### config.mk
export PLATFORM = sky130hd
export DESIGN_NAME = emcc_ctrl
export DESIGN_NICKNAME = d
export VERILOG_FILES = /design/src/rtl/emcc_pkg.sv /design/src/rtl/emcc_ctrl.sv
export SDC_FILE = /design/constraint.sdc
export NUM_CORES = 1
export LEC_CHECK = 0
export BUFFER_PORTS_ARGS = -buffer_cell sky130_fd_sc_hd__buf_2
export CAP_MARGIN = 10
export CORE_AREA = 3 3 66 68
export DETAILED_ROUTE_END_ITERATION = 6
export DIE_AREA = 0 0 69 71
export PLACE_DENSITY_LB_ADDON = 0.12
export SYNTH_ARGS = -nofsm -noshare
export SYNTH_HDL_FRONTEND = slang
export SYNTH_SLANG_ARGS = --single-unit
export TNS_END_PERCENT = 1
### constraint.sdc
create_clock -name CLK -period 3.85 [get_ports CLK]
set_clock_uncertainty 0.15 [all_clocks]
set_input_delay 0.5775 -clock CLK [delete_from_list [all_inputs] [get_ports CLK]]
set_output_delay 0.5775 -clock CLK [all_outputs]
set_load 0.02 [all_outputs]
### src/rtl/emcc_pkg.sv
// shared constants and types of the common memory control block
package emcc_pkg;
    localparam int          NUM_SPACES  = 4;
    localparam int          NUM_LANES   = 8;
    localparam int          SPACE_MSB   = 31;
    localparam int          SPACE_LSB   = 28;
    localparam int          CNT_W       = 8;
    // memory width / access size codes: 0=8, 1=16, 2=32, 3=64 bits
    localparam logic [1:0]  WIDTH_8     = 2'h0;
    localparam logic [1:0]  WIDTH_64    = 2'h3;
    // lane masks per width code, 8 bits each
    localparam logic [31:0] LANE_TABLE  = 32'hFF0F0301;
    // low address bit masks per width code, 3 bits each
    localparam logic [11:0] OFS_TABLE   = 12'hEC8;
    localparam logic [3:0]  SEL_OFF_N   = 4'hF;
    localparam logic [7:0]  BE_OFF_N    = 8'hFF;
    localparam logic [7:0]  BE_ALL      = 8'hFF;
    localparam logic [7:0]  BE_NONE     = 8'h00;
    typedef enum logic [1:0] {ST_IDLE, ST_ACCESS, ST_FLOAT, ST_HOLD} emcc_state_t;
endpackage

### src/rtl/emcc_ctrl.sv
// common control pins of the wide memory interface: selects, byte lanes, transfer strobe, hold
`timescale 1ns/1ps
// Contract
// - select chosen from word address bits 28-31
// - at most one select active at once
// - byte enables decoded from low address bits on writes and sdram reads; other reads enable every lane of the width
// - decoded bits and lanes follow memory width
// - writes enable only lanes carrying valid data
// - byte enables usable as sdram data mask
// - strobe for direct peripheral-to-peripheral transfer
// - device answers hold with grant output
// - bus request output shows pending accesses
module emcc_ctrl
    import emcc_pkg::*;
#(
    parameter int          ACC_CYCLES = 4,
    parameter logic [15:0] SPACE_TAGS = 16'hBA98
) (
    // clock and reset
    input  wire logic       CLK,
    input  wire logic       SYS_RST,
    // space configuration
    input  wire logic [7:0] SPACE_WIDTH,
    input  wire logic [3:0] SPACE_SDRAM,
    // access request from the core side
    input  wire logic       REQ_VALID,
    input  wire logic [31:0] REQ_ADDR,
    input  wire logic [1:0] REQ_SIZE,
    input  wire logic       REQ_WRITE,
    input  wire logic [7:0] REQ_WMASK,
    input  wire logic       REQ_PDT,
    output logic            REQ_ACCEPT,
    output logic            REQ_DONE,
    output logic            REQ_ERR,
    // memory control pins
    output logic [3:0]      SPACE_SELECT_N,
    output logic [7:0]      BYTE_LANE_ENABLE_N,
    output logic            PERIPH_DIRECT_XFER_N,
    output logic            BUS_OE,
    // arbitration pins
    input  wire logic       HOST_BUS_REQUEST_IN,
    output logic            HOST_BUS_GRANT_OUT,
    output logic            PENDING_ACCESS_REQUEST
);
    emcc_state_t      st;
    emcc_state_t      next_st;
    logic [CNT_W-1:0] cnt;
    logic             hold_s1;
    logic             hold_s2;
    logic [3:0]       hit;
    logic [3:0]       hit_first;
    logic [1:0]       idx;
    logic [1:0]       wcode;
    logic             sdram;
    logic [7:0]       lane_mask;
    logic [7:0]       size_mask;
    logic [2:0]       ofs;
    logic [7:0]       decoded;
    logic [7:0]       be_on;
    logic             idle_free;
    logic             take;
    logic             refuse;
    logic             acc_end;
    logic [CNT_W-1:0] next_cnt;

    // space match on the top address nibble
    genvar g;
    generate
        for (g = 0; g < NUM_SPACES; g++) begin : g_hit
            assign hit[g] = REQ_ADDR[SPACE_MSB:SPACE_LSB] == SPACE_TAGS[4*g +: 4];
        end
    endgenerate
    assign hit_first = hit & ~(hit - 4'h1);

    always_comb begin
        idx = 2'h0;
        for (int i = NUM_SPACES - 1; i >= 0; i--) begin
            if (hit[i]) begin
                idx = 2'(i);
            end
        end
    end

    // byte lane decode by memory width and access size
    assign wcode     = SPACE_WIDTH[2*idx +: 2];
    assign sdram     = SPACE_SDRAM[idx];
    assign lane_mask = LANE_TABLE[8*wcode +: 8];
    assign size_mask = LANE_TABLE[8*REQ_SIZE +: 8];
    assign ofs       = REQ_ADDR[2:0] & OFS_TABLE[3*wcode +: 3];
    assign decoded   = (size_mask << ofs) & lane_mask;
    assign be_on     = REQ_WRITE ? (decoded & REQ_WMASK) :
                       (sdram ? decoded : lane_mask);

    // request handling
    assign idle_free = (st == ST_IDLE) && !hold_s2;
    assign take      = idle_free && REQ_VALID && (hit != 4'h0);
    assign refuse    = idle_free && REQ_VALID && (hit == 4'h0);
    assign acc_end   = (st == ST_ACCESS) && (cnt == '0);
    assign next_cnt  = take ? CNT_W'(ACC_CYCLES - 1) :
                       ((cnt != '0) ? cnt - CNT_W'(1) : cnt);

    always_comb begin
        next_st = st;
        case (st)
            ST_IDLE: begin
                if (hold_s2) begin
                    next_st = ST_FLOAT;
                end else if (take) begin
                    next_st = ST_ACCESS;
                end
            end
            ST_ACCESS: begin
                if (acc_end) begin
                    next_st = ST_IDLE;
                end
            end
            ST_FLOAT: begin
                next_st = hold_s2 ? ST_HOLD : ST_IDLE;
            end
            ST_HOLD: begin
                if (!hold_s2) begin
                    next_st = ST_IDLE;
                end
            end
            default: begin
                next_st = ST_IDLE;
            end
        endcase
    end

    // host hold request synchroniser
    always_ff @(posedge CLK) begin
        if (SYS_RST) begin
            hold_s1 <= 1'b0;
            hold_s2 <= 1'b0;
        end else begin
            hold_s1 <= HOST_BUS_REQUEST_IN;
            hold_s2 <= hold_s1;
        end
    end

    always_ff @(posedge CLK) begin
        if (SYS_RST) begin
            st  <= ST_IDLE;
            cnt <= '0;
        end else begin
            st  <= next_st;
            cnt <= next_cnt;
        end
    end

    // pin outputs
    always_ff @(posedge CLK) begin
        if (SYS_RST) begin
            SPACE_SELECT_N       <= SEL_OFF_N;
            BYTE_LANE_ENABLE_N   <= BE_OFF_N;
            PERIPH_DIRECT_XFER_N <= 1'b1;
        end else if (take) begin
            SPACE_SELECT_N       <= ~hit_first;
            BYTE_LANE_ENABLE_N   <= ~be_on;
            PERIPH_DIRECT_XFER_N <= ~REQ_PDT;
        end else if (acc_end || (st != ST_ACCESS)) begin
            SPACE_SELECT_N       <= SEL_OFF_N;
            BYTE_LANE_ENABLE_N   <= BE_OFF_N;
            PERIPH_DIRECT_XFER_N <= 1'b1;
        end
    end

    always_ff @(posedge CLK) begin
        if (SYS_RST) begin
            BUS_OE                 <= 1'b1;
            HOST_BUS_GRANT_OUT     <= 1'b0;
            PENDING_ACCESS_REQUEST <= 1'b0;
            REQ_ACCEPT             <= 1'b0;
            REQ_DONE               <= 1'b0;
            REQ_ERR                <= 1'b0;
        end else begin
            BUS_OE                 <= (next_st == ST_IDLE) || (next_st == ST_ACCESS);
            HOST_BUS_GRANT_OUT     <= (next_st == ST_HOLD);
            PENDING_ACCESS_REQUEST <= REQ_VALID && !take && !refuse;
            REQ_ACCEPT             <= take;
            REQ_DONE               <= acc_end;
            REQ_ERR                <= refuse;
        end
    end
endmodule

==> out/qor.yml <==
drt_iter0_drc: 95
cts_htree_levels: 2
place_area_mm2: 0.001896
r2r-start: "cnt[0]$_SDFFE_PP0P_"
yosysWarnings: 0
ant_nets: 0
p_seq_frac: 0.419
synth_nets: 247
die-area_mm2: 0.004899
finalCriticalPeriod_ns: 1.993
clockPowerShare: 0.252
ys_types: 54
worstPathCellList: "buf_2 > mux2_1 > o22ai_2 > nor2_2 > o211a_1 > o21ai_1 > a31oi_1"
fin_crit_sh: 0.5177
synth_top_area_frac: 0.3869
grt_max_degree: 18
slowest_delay_ns: 0.36
finalSetupViolations: 0
first_pass_iters: 4
groute.usage.overall: 0.1631
wire_per_inst_um: 13.14
die_w_um: 69
ys.flop_type: "dfxtp_1"
core_region_area_mm2: 0.003914
finalHoldViolations: 0
crit_start: "REQ_ADDR[28]"
ys_async_sr_fraction: 0
comb_power_share: 0.329
clk_pin_slew_ns: 0.07
p_sw_frac: 0.3415
grt_pass1_wl_um: 6465
routed_via_density: 5.210
nNetsFinal: 300
ys_seq_area_frac: 0.3869
tns_ns: 0
synth_largest_area_cell: "dfxtp_1"
drive_above_1_share: 0.3208
regArea_um2: 620.6
drc: 0
antenna_cells: 0
cp.required_ns: 3.85
arrival_ns: 1.99
cts_setup_buffers: 0
first_global_vias: 1379
die_h_um: 71
utilization: 0.5061
clock_latency_ns: 0.28
drv_cap: 0
vdd_drop_max_uv: 238.8
syn_inst: 186
crit_path_end_kind: "register"
antenna_found_initial: 0
wl_met3_um: 278
cp-start-kind: "primary input"
met2_length_um: 1679
avgSynthCellArea_um2: 8.624
crit_fanout: 13
yosys-top-cells-area: "dfxtp_1 39%, nor2_1 5.4%, a21oi_1 3.7%"
cts_hold_buf: 0
rows: 23
intPower_uw: 631.7
cp_top_family: "compound AO/OA/AOI/OAI gates"
synth_edf_count: 0
ctsResizeCount: 0
fillers: 409
cts-root-buf: "clkbuf_8"
max_clock_freq_mhz: 501.7
drv_slew: 0
synth_seq_cells: 31
cts_max_path_buffers: 2
p_total_uw: 959.3
cts.sink_count: 31
fin_area_mm2: 0.001981
crit_slowest_cell: "mux2_1"
p_per_area_mw_per_mm2: 484.3
routed_wl_um: 3810
hp-class: "register to register"
place.gp.congestion: 0.7515
worst-path-buf-inv: 1
vias: 1511
top_layer_used: "met4"
grt_overflow_total: 0
hpwlAfterDp_um: 2887
grt_setup_unrepaired: "no"
areaGrowthSynthToFinish_pct: 23.48
numPortBuffers: 53
tritoncts: "yes"
cts_made_buffers: 5
worst_pin_slew_ns: 0.4004
io_pins: 79
syn_area_mm2: 0.001604
wirelength_met1_um: 1819
p_leak_nw: 0.8018
multi_input_area_um2: 917.1
run_status: "complete, no violations"
min_from: "hold_s1$_SDFF_PP0_"
switchingPower_uw: 327.6
start_util: 0.4098
worst-setup-path-type: "primary input to register"
maxSlewHeadroom: 0.7325
-- cells by family (layout without fill, tap and decap cells) --
kind of cell | after synthesis | after routing | share of synthesized area
buf+inv | 15 | 69 | 0.04134
xor+xnor | 6 | 6 | 0.03276
simple gates | 74 | 74 | 0.2605
fa+ha+maj | 1 | 1 | 0.007799
mux | 3 | 3 | 0.02340
compound gates | 56 | 56 | 0.2473
flops | 31 | 31 | 0.3869
-- through the flow --
stage,worst slack [ns],instances,hold WS [ns]
after floorplan,1.900,186,0.2638
after global placement,1.540,282,0.2696
after detailed placement,1.553,282,0.2767
after CTS,1.841,290,0.2954
after global routing,1.706,290,0.3012
final,1.857,290,0.2943
-- power groups by stage --
stage,combinational (mW),sequential [mW],clock (mW)
after floorplan,0.252,0.408,0
after global placement,0.316,0.409,0
after detailed placement,0.317,0.408,0
after CTS,0.319,0.402,0.252
after global routing,0.369,0.407,0.270
final,0.315,0.402,0.242
-- state kept, by name, indices dropped and copies added (netlist names) --
register / flops
REQ_DONE: 1
cnt: 8
REQ_ERR: 1
HOST_BUS_GRANT_OUT: 1
hold_s1: 1
st: 2
hold_s2: 1
BUS_OE: 1
SPACE_SELECT_N: 4
PENDING_ACCESS_REQUEST: 1
PERIPH_DIRECT_XFER_N: 1
BYTE_LANE_ENABLE_N: 8
REQ_ACCEPT: 1
-- final cells by class --
cell class,count,area share
multi-input combinational,140,0.4630
clock inverter,2,0.006317
timing repair buffer,53,0.1339
inverter,8,0.01516
clock buffer,6,0.03664
sequential,31,0.3133
tap,50,0.03159
-- final timing paths --
check	to	slack, ns	depth (start not counted)
hold / removal	hold_s2$_SDFF_PP0_	0.29	1
hold reg to reg	hold_s2$_SDFF_PP0_	0.29	1
setup / recovery	BYTE_LANE_ENABLE_N[4]$_SDFFE_PP1P_	1.86	7
setup reg to reg	BYTE_LANE_ENABLE_N[2]$_SDFFE_PP1P_	1.95	7
-- routing by layer --
| layer | up-vias | GRT usage |
|---|---|---|
| li1 | 775 | - |
| met1 | 686 | 0.2094 |
| met2 | 46 | 0.2521 |
| met3 | 4 | 0.06250 |
| met4 | 0 | 0.05423 |
| met5 | - | 0 |
-- cell usage after synthesis (3+ instances only) --
cell type  count
nand2b_1       8
o22ai_1        4
nand2_1        7
nor2b_1        3
inv_1          8
nor2_2         3
nor3_1         4
nor3_2         3
dfxtp_1       31
xnor2_1        4
nor2_1        23
o21ai_1        3
a31oi_1        4
clkbuf_1       4
o21ai_0        8
o21a_1         3
a21oi_1       12
nand3_1        6
-- worst register-to-register path: cells and delay by family (launching register included) --
| family | cells | cell delay (ns) |
|---|---|---|
| buffers and inverters | 1 | 0.08 |
| adder cells (fa/ha/maj) | 1 | 0.20 |
| AO/OA/AOI/OAI | 2 | 0.26 |
| flip-flops | 1 | 0.33 |
| AND/OR/NAND/NOR | 3 | 0.81 |
-- layout by cell type, fill, tap and decap left out, types with 4 or more instances in the layout --
cell,Yosys,layout
xnor2_1,4,4
buf_2,2,53
o22ai_1,4,4
inv_1,8,8
dfxtp_1,31,31
nor2_1,23,23
nor3_1,4,4
a21oi_1,12,12
o21ai_0,8,8
a31oi_1,4,4
nand2b_1,8,8
clkbuf_8,0,5
nand3_1,6,6
nand2_1,7,7
No activity file was read; power rests on OpenSTA's default activity.
